File: src/hdl/udscr_map.vh
// register map, field positions and reset values for the usb status/control registers
// assumes an 8-bit cpu register port with a per-register select index
// Behaviour
// - result register meaningful only while token-done flag is set
// - push a result entry per finished descriptor into a four-deep fifo
// - clearing token-done loads the visible result with the next queued entry
// - if the next entry is valid, token-done sets again at once
// - result bits 7..4 hold endpoint number 0 to 15
// - result bit 3 is one for in transfers, zero for out
// - result bit 2 is one for odd bank, zero for even bank
// - setup token sets control bit 5 and holds packet traffic
// - control bit 2 drives resume signaling while set and control bit 0 is set
// - control bit 1 forces all ping-pong bits to even bank
// - control bit 0 enables module; setting it resets ping-pong bits and engine
// - address register bits 6..0 give the decoded bus address
// - address register clears on system reset and usb bus reset
// - each sof token captures the 11-bit frame number
// - low frame register bits 7..0, high register bits 2..0 hold bits 10..8
`ifndef UDSCR_MAP_VH
`define UDSCR_MAP_VH
`define UDSCR_IDX_RESULT 3'h0
`define UDSCR_IDX_CTRL 3'h1
`define UDSCR_IDX_ADDR 3'h2
`define UDSCR_IDX_FRML 3'h3
`define UDSCR_IDX_FRMH 3'h4
`define UDSCR_CTRL_HOLD 5
`define UDSCR_CTRL_WAKE 2
`define UDSCR_CTRL_PINGPONG_CLEAR_BIT 1
`define UDSCR_CTRL_EN 0
`define UDSCR_CTRL_MASK 8'h27
`define UDSCR_ADDR_MASK 8'h7f
`define UDSCR_ADDR_RESET 7'h00
`define UDSCR_FIFO_DEPTH 4
`endif

File: src/hdl/udscr_regs.v
// status fifo, control, address and frame number registers of the usb engine
// assumes same-clock engine event strobes and a cpu port with select index and strobes
`timescale 1ns/100ps
`default_nettype none
`include "udscr_map.vh"
module udscr_regs #(
    parameter DEPTH = `UDSCR_FIFO_DEPTH
) (
    input wire core_clk,
    input wire rstn,
    input wire [2:0] reg_idx,
    input wire reg_wr,
    input wire [7:0] reg_wdata,
    output reg [7:0] reg_rdata,
    input wire token_done_clear,
    output reg token_done_flag,
    input wire bd_done,
    input wire [3:0] bd_endpoint,
    input wire bd_is_in,
    input wire bd_is_odd,
    output wire fifo_full,
    input wire setup_seen,
    input wire sof_seen,
    input wire [10:0] sof_frame,
    input wire bus_reset_seen,
    output wire token_hold_bit,
    output wire remote_wakeup_bit,
    output wire pingpong_clear,
    output wire module_enable_bit,
    output wire engine_reset,
    output wire [6:0] node_addr
);
// ****************************************
// status fifo
// ****************************************
reg [7:0] fifo_mem [0:DEPTH-1];
reg [1:0] wr_ptr;
reg [1:0] rd_ptr;
reg [2:0] count;
reg [7:0] result;
wire [7:0] push_entry = {bd_endpoint, bd_is_in, bd_is_odd, 2'b00};
wire pop_req = token_done_clear & token_done_flag;
wire have_next = (count != 3'h0);
localparam [2:0] LAST = DEPTH[2:0] - 3'h1;
// the visible result is the head entry, so full means the flag plus DEPTH-1 queued
assign fifo_full = token_done_flag & (count == LAST);
wire push = bd_done & ~fifo_full;
// a push that meets a clear of the last entry is exposed at once, so the set wins
wire direct = push & ~have_next & (~token_done_flag | pop_req);
wire pop = (pop_req | ~token_done_flag) & have_next;
wire do_write = push & ~direct;
always @(posedge core_clk or negedge rstn) begin
    if (!rstn) begin
        wr_ptr <= 2'h0;
        rd_ptr <= 2'h0;
        count <= 3'h0;
        result <= 8'h00;
        token_done_flag <= 1'b0;
    end else if (engine_reset) begin
        wr_ptr <= 2'h0;
        rd_ptr <= 2'h0;
        count <= 3'h0;
        token_done_flag <= 1'b0;
    end else begin
        if (do_write) begin
            fifo_mem[wr_ptr] <= push_entry;
            wr_ptr <= wr_ptr + 2'h1;
        end
        if (pop) begin
            result <= fifo_mem[rd_ptr];
            rd_ptr <= rd_ptr + 2'h1;
        end else if (direct) begin
            result <= push_entry;
        end
        count <= count + {2'b00, do_write} - {2'b00, pop};
        if (pop | direct)
            token_done_flag <= 1'b1;
        else if (pop_req)
            token_done_flag <= 1'b0;
    end
end
// ****************************************
// control, address, frame
// ****************************************
reg hold;
reg wake;
reg pingpong_clear_bit;
reg enable;
reg [6:0] addr;
reg [10:0] frame;
wire wr_ctrl = reg_wr & (reg_idx == `UDSCR_IDX_CTRL);
wire wr_addr = reg_wr & (reg_idx == `UDSCR_IDX_ADDR);
always @(posedge core_clk or negedge rstn) begin
    if (!rstn) begin
        hold <= 1'b0;
        wake <= 1'b0;
        pingpong_clear_bit <= 1'b0;
        enable <= 1'b0;
        addr <= `UDSCR_ADDR_RESET;
        frame <= 11'h000;
    end else begin
        if (setup_seen)
            hold <= 1'b1;
        else if (wr_ctrl)
            hold <= reg_wdata[`UDSCR_CTRL_HOLD];
        if (wr_ctrl) begin
            wake <= reg_wdata[`UDSCR_CTRL_WAKE];
            pingpong_clear_bit <= reg_wdata[`UDSCR_CTRL_PINGPONG_CLEAR_BIT];
            enable <= reg_wdata[`UDSCR_CTRL_EN];
        end
        if (bus_reset_seen)
            addr <= `UDSCR_ADDR_RESET;
        else if (wr_addr)
            addr <= reg_wdata[6:0];
        if (sof_seen)
            frame <= sof_frame;
    end
end
reg enable_d;
always @(posedge core_clk or negedge rstn) begin
    if (!rstn)
        enable_d <= 1'b0;
    else
        enable_d <= enable;
end
assign engine_reset = enable & ~enable_d;
assign pingpong_clear = pingpong_clear_bit | engine_reset;
assign token_hold_bit = hold;
assign remote_wakeup_bit = wake & enable;
assign module_enable_bit = enable;
assign node_addr = addr;
// ****************************************
// read mux
// ****************************************
always @* begin
    case (reg_idx)
        `UDSCR_IDX_RESULT: reg_rdata = result;
        `UDSCR_IDX_CTRL: reg_rdata = {2'b00, hold, 2'b00, wake, pingpong_clear_bit, enable};
        `UDSCR_IDX_ADDR: reg_rdata = {1'b0, addr};
        `UDSCR_IDX_FRML: reg_rdata = frame[7:0];
        `UDSCR_IDX_FRMH: reg_rdata = {5'b00000, frame[10:8]};
        default: reg_rdata = 8'h00;
    endcase
end
endmodule // udscr_regs
`default_nettype wire

File: config.mk
export PLATFORM = sky130hd
export DESIGN_NAME = udscr_regs
export DESIGN_NICKNAME = d
export VERILOG_FILES = /design/src/hdl/udscr_regs.v
export VERILOG_INCLUDE_DIRS = /design/src /design/src/hdl
export SDC_FILE = /design/constraint.sdc
export NUM_CORES = 1
export LEC_CHECK = 0
export ABC_AREA = 0
export BUFFER_PORTS_ARGS = -buffer_cell sky130_fd_sc_hd__buf_2
export CAP_MARGIN = 20
export CELL_PAD_IN_SITES_DETAIL_PLACEMENT = 1
export CELL_PAD_IN_SITES_GLOBAL_PLACEMENT = 1
export CORE_UTILIZATION = 44
export DETAILED_ROUTE_END_ITERATION = 6
export GPL_TIMING_DRIVEN = 0
export PLACE_DENSITY_LB_ADDON = 0.1
export SLEW_MARGIN = 20
export SYNTH_ARGS = -nofsm -noshare
export SYNTH_HDL_FRONTEND = slang
export SYNTH_SLANG_ARGS = --single-unit
File: constraint.sdc
create_clock -name core_clk -period 3.5 [get_ports core_clk]
set_clock_uncertainty 0.2 [all_clocks]
set_input_delay 0.175 -clock core_clk [delete_from_list [all_inputs] [get_ports core_clk]]
set_output_delay 0.175 -clock core_clk [all_outputs]
set_load 0.005 [all_outputs]
After elaboration in Yosys (flattened, before gate mapping)
Memory sizes are Yosys's and may differ from the RTL's. Index checks and enable logic that the tools add are counted.

Flip-flop bits (word level): 39. Memory bits (writable): 24. Input bits: 36. Output and inout port bits: 22. Logic and storage cells: 70. Memories kept: 1.

Memories: fifo_mem (words 4, bits a word 6, read ports 1, clocked after Yosys merged registers in 0, wr ports 1, RTL line udscr_regs.v:36) `reg [7:0] fifo_mem [0:DEPTH-1];`.

$add $sub $neg: 4. Eq/ne operators: 5. Multiplexer cells: 18. Bitwise logic cells: 20. Reductions and logical operators: 10.

Operator list (number): 8-bit one-hot mux with 5 select lines (1); 8-bit 2-to-1 mux (2); 7-bit 2-to-1 mux (2); 1-bit AND (11); 2-bit nonzero test (5); 3-bit by 2-bit == test with 1-bit output, second input constant (3); 1-bit 2-to-1 mux (8); 2-bit 2-to-1 mux (4); 1-bit inverter (6); 3-bit nonzero test (2); 2-bit by 1-bit adder with 2-bit output, second input constant (2); 3-bit by 1-bit adder with 3-bit output (1); 3-bit by 1-bit == test with 1-bit output, second input constant (1); 3-bit == test, second input constant (1); 3-bit logical NOT (1); 3-bit 2-to-1 mux (1); 1-bit bitwise OR (3); 3-bit by 1-bit subtractor with 3-bit output (1); 2-bit AND reduction (1); 1-bit logical AND (1).

Longest topological paths before layout
Word-level depth: 12. Mapped depth: 12. Gate-level depth less buffers: 11.

Worst setup path after synthesis
No wires, ideal clock.

Kind: reg2reg. Start: reg count[1]. End: reg count[2]. Arrival: 2.394 ns. Path slack: 0.820 ns. Stages on the path, launching flop included: 12. Clock period less this slack: 2.680 ns. Path through: dfrtp_1 or2_0 o311a_2 inv_2 ha_1 inv_1 ha_1 inv_1 fa_1 xor2_1 and2_2 nor3_1.

Longest elaborated chain between the ends: 11.

RTL lines: start, declared (RTL line udscr_regs.v:39) `reg [2:0] count;`; start signal, assigned (RTL line udscr_regs.v:75) `count <= count + {2'b00, do_write} - {2'b00, pop};`; 3-bit by 2-bit == test with 1-bit output (RTL line udscr_regs.v:46) `assign fifo_full = token_done_flag & (count == LAST);`; 1-bit AND (RTL line udscr_regs.v:46); 1-bit inverter (RTL line udscr_regs.v:47) `wire push = bd_done & ~fifo_full;`; 1-bit AND (RTL line udscr_regs.v:47); 1-bit AND (2 in a row) (RTL line udscr_regs.v:49) `wire direct = push & ~have_next & (~token_done_flag | pop_req);`; 1-bit inverter (RTL line udscr_regs.v:51) `wire do_write = push & ~direct;`; 1-bit AND (RTL line udscr_regs.v:51); 3-bit by 1-bit adder with 3-bit output (RTL line udscr_regs.v:75); 3-bit by 1-bit subtractor with 3-bit output (*) (RTL line udscr_regs.v:75); 3-bit 2-to-1 mux (*) (RTL line udscr_regs.v:59) `end else if (engine_reset) begin`.

Mark *: on every way between the ends. The rest lies on a longest branch, timed or not. A chain may end at the register's enable or synchronous reset.

Final worst setup path
Ends and elaborated chain as after synthesis.

==> out/qor.txt <==
==================================================================================================
Run status                                                                            finished, final reports clean
Maximum level of the CTS H-tree                                                                  3
Root Driver                                                                               clkbuf_8
CP Buf/Inv Count                                                                                 3
Number of buffers added on ports                                                                56
Overflow left after global routing                                                               0
Initial standard-cell utilization of the core                                               46.06%
Pre-Repair DR Iteration Count                                                                    4
Sequential area share after synthesis                                                       55.98%
Total via count after detailed routing                                                       2,156
Unrepaired setup endpoints after global routing                                                 no
Number of max-capacitance violations reported                                                    0
Number of clock buffers inserted by TritonCTS                                                    9
Number of buffers between clock root and the deepest sink                                        2
Antenna-violating nets left                                                                      0
Clock net sink count                                                                            61
Leakage Power                                                                             1.656 nW
Cell count after synthesis                                                                     221
Min setup slack post-route                                                                617.9 ps
Largest fanout on the critical path                                                              8
Kind of start point of the critical path                                                  register
Wire length reported by the detailed router                                               6.968 mm
First-pass GRT wire length                                                                12.02 mm
Post-cts hold buffer count                                                                      33
Fin. Hold Viols                                                                                  0
Main flop type after synthesis                                                             dfrtp_1
Pre-CTS setup slack                                                                       616.0 ps
Min-Delay Path Class                                                                  input port to register
Part of the total power dissipated in the clock network                                      24.4%
I/O Pins                                                                                        58
Number of setup buffers added after CTS                                                          0
Fraction of synthesis flops using an asynchronous set or reset pin                          60.66%
Number of enable flip-flop cells after synthesis                                                24
Placed wire-length estimate after detailed placement                                      4.741 mm
Post-DR vias/cell                                                                            5.350
Net Count, Synth                                                                               264
Post-synthesis area per instance                                                         13.31 µm²
DRC errors left                                                                                  0
Core Area                                                                                 6386 µm²
Period utilisation layout                                                                   82.35%
Crit-path cells                                                                       or2_0, o311a_2, inv_2, ha_1, inv_1, ha_1, inv_1, fa_1, xor2_1, and2_2, nor3_1
RePlAce Congestion                                                                          0.7321
Number of warnings printed during yosys synthesis                                                0
Switching power                                                                        0.0007792 W
Die X                                                                                     83.77 µm
Post-synthesis register bit count                                                               61
Max Clk Rate                                                                             347.0 MHz
Source-to-sink clock delay at the later pin of the worst-skew pair                          340 ps
Share of total power in combinational logic                                                  32.5%
Number of inserted diodes                                                                        0
Maximum vdd ir drop                                                                      0.3638 mV
Clock transition time at the flip-flop clock pins of the worst setup and hold paths          70 ps
Worst-Margin Slew                                                                         897.5 ps
Crit path max-delay family                                                             adder cells
Switching share of power                                                                    34.11%
Maximum number of pins on one net before global-route repair                                    39
Post-Route Hold Slack                                                                     209.3 ps
Fraction of layout cells with a size suffix above 1                                         37.12%
Clock tree from TritonCTS                                                                      yes
Via count of the first global-routing pass                                                   2,374
Critical path arrival                                                                      2930 ps
Setup-violating endpoint count in the final report                                               0
Vertical die dimension                                                                    83.77 µm
Cell internal power dissipation                                                         0.001506 W
Relative contribution of sequential cells to total power                                     43.1%
Total of cells resized after clock tree synthesis                                                0
P per Cell Area                                                                       597.7 nW/µm²
Total count of max-transition violations in the final report                                     0
Count of unique library cells instantiated by Yosys                                             40
# nets final                                                                                   364
Filler cell count                                                                              660
Setup total negative slack                                                                    0 ps
Sort of element at the end of the critical path                                           register
Detailed router's first-iteration violation count                                               86
Area of the mapped netlist                                                                2942 µm²
Layout area overhead                                                                        29.94%
WS Path Type                                                                          register to register
Row count                                                                                       29
Biggest cell delay along the critical path                                                  500 ps
Relative slew margins                                                                       39.71%
Required time of the critical path                                                         3550 ps
Area of the die                                                                           7017 µm²
Antenna violations before repair                                                                 0
Critical path's slowest cell                                                               dfrtp_1
Detail-routed net length per standard cell                                                17.29 µm
Final min period                                                                           2882 ps
Total global-route track usage                                                              22.18%
==================================================================================================
## registers in the layout (all words and copies together), names as in the netlist, 2 cells and up
name / count
frame: 11
count: 3
rd_ptr: 2
result: 6
node_addr: 7
wr_ptr: 2
fifo_mem: 24
## placed cells by master, fill, tap and decap left out, types with 3 or more instances in the layout
cell	netlist	layout
nor2_1	14	14
a21oi_1	3	3
dlygate4sd3_1	0	33
o31ai_1	6	6
clkbuf_1	3	3
mux4_2	8	8
ha_1	6	6
a22oi_1	5	5
or3_1	3	3
nand3_1	5	5
nor3_1	5	5
mux2i_1	10	10
buf_2	8	64
nand2_1	7	7
mux2_2	18	18
dfrtp_1	37	37
o211ai_2	6	6
clkinv_2	0	3
nand2b_1	3	3
o21ai_0	8	8
nand4_1	6	6
nor2b_1	4	4
edfxtp_1	24	24
inv_1	11	11
clkbuf_8	0	9
## worst min-delay path, stage by stage
cell and delay (ps):
buf_2 90, nor2b_1 50, buf_6 130, o21ai_0 190, o211ai_2 80
## Yosys cell counts, types with 2 or more instances
cell	n	share of area (%)
or3_1	3	0.64
mux2_2	18	6.9
buf_6	2	0.77
dfrtp_1	37	31
nand2b_1	3	0.64
inv_1	11	1.4
nand3_1	5	0.85
clkbuf_1	3	0.38
buf_2	8	1.4
ha_1	6	2.6
edfxtp_1	24	25
a22oi_1	5	1.3
mux2i_1	10	3.4
o31ai_1	6	1.5
nor3_1	5	0.85
nand2_1	7	0.89
o211ai_2	6	2.6
nor2_1	14	1.8
o21ai_0	8	1.4
nand4_1	6	1.3
a21oi_1	3	0.51
and2_1	2	0.43
o21ai_1	2	0.34
nor2b_1	4	0.85
mux4_2	8	6.1
## cells by family (layout without fill, tap and decap cells)
kind of cell,Yosys count,count (layout),share of synthesized area [%]
DFF,61,61,55.98
and+or+nand+nor,57,57,11.27
AOI/OAI and AO/OA,32,32,8.252
muxes,37,37,16.80
buffers and inverters,26,131,4.168
adders and majority gates,7,7,3.233
xor gates and xnor gates,1,1,0.2978
## path summary, 6_finish.rpt
check,startpoint,endpoint,slack (ps),cells past startpoint
setup / recovery,count[1],count[2],620,11
hold / removal,token_done_clear,result[7],210,5
setup reg to reg,count[1],count[2],620,11
hold reg to reg,frame[1],frame[1],310,1
max in group asynchronous,rstn,node_addr[1],2230,2
min in group asynchronous,rstn,frame[6],320,2
## area by class of cell
cell class | count | area [µm²] | area share, %
Sequential cell | 61 | 1647 | 43.08
Multi-Input combinational cell | 134 | 1172 | 30.67
Timing Repair Buffer | 89 | 610.6 | 15.97
Clock buffer | 9 | 123.9 | 3.241
Tap cell | 77 | 96.34 | 2.520
Buffer | 14 | 77.57 | 2.029
Clock inverter | 7 | 50.05 | 1.309
Inverter | 12 | 45.04 | 1.178
## metal layers
metal | GRT usage (%) | vias up | wire length [µm] | share of wire [%]
met3 | 3.660 | 12 | 235 | 3.4
met4 | 9.861 | 0 | 160 | 2.3
met2 | 38.14 | 60 | 3528 | 51
met5 | 0 | - | 0 | 0
li1 | - | 1014 | - | -
met1 | 27.50 | 1070 | 3045 | 44
## per-stage QoR
stage / cells / area, µm² / util, % / total power [W]
final: 403 / 3822 / 59.86 / 0.002285
after global routing: 403 / 3822 / 59.86 / 0.002445
after CTS: 403 / 3822 / 59.86 / 0.002307
after detailed placement: 354 / 3318 / 51.96 / 0.001721
after global placement: 354 / 3318 / 51.96 / 0.001691
after floorplan: 221 / 2942 / - / 0.001510
## power by group through the flow
stage | clock network, W | registers, W | logic (W)
detailed placement | 0 | 0.00100 | 0.000721
floorplan | 0 | 0.000967 | 0.000544
CTS | 0.000570 | 0.000985 | 0.000752
finish | 0.000557 | 0.000986 | 0.000742
global placement | 0 | 0.000996 | 0.000695
global route | 0.000599 | 0.00101 | 0.000839
No activity file was read; power rests on OpenSTA's default activity.
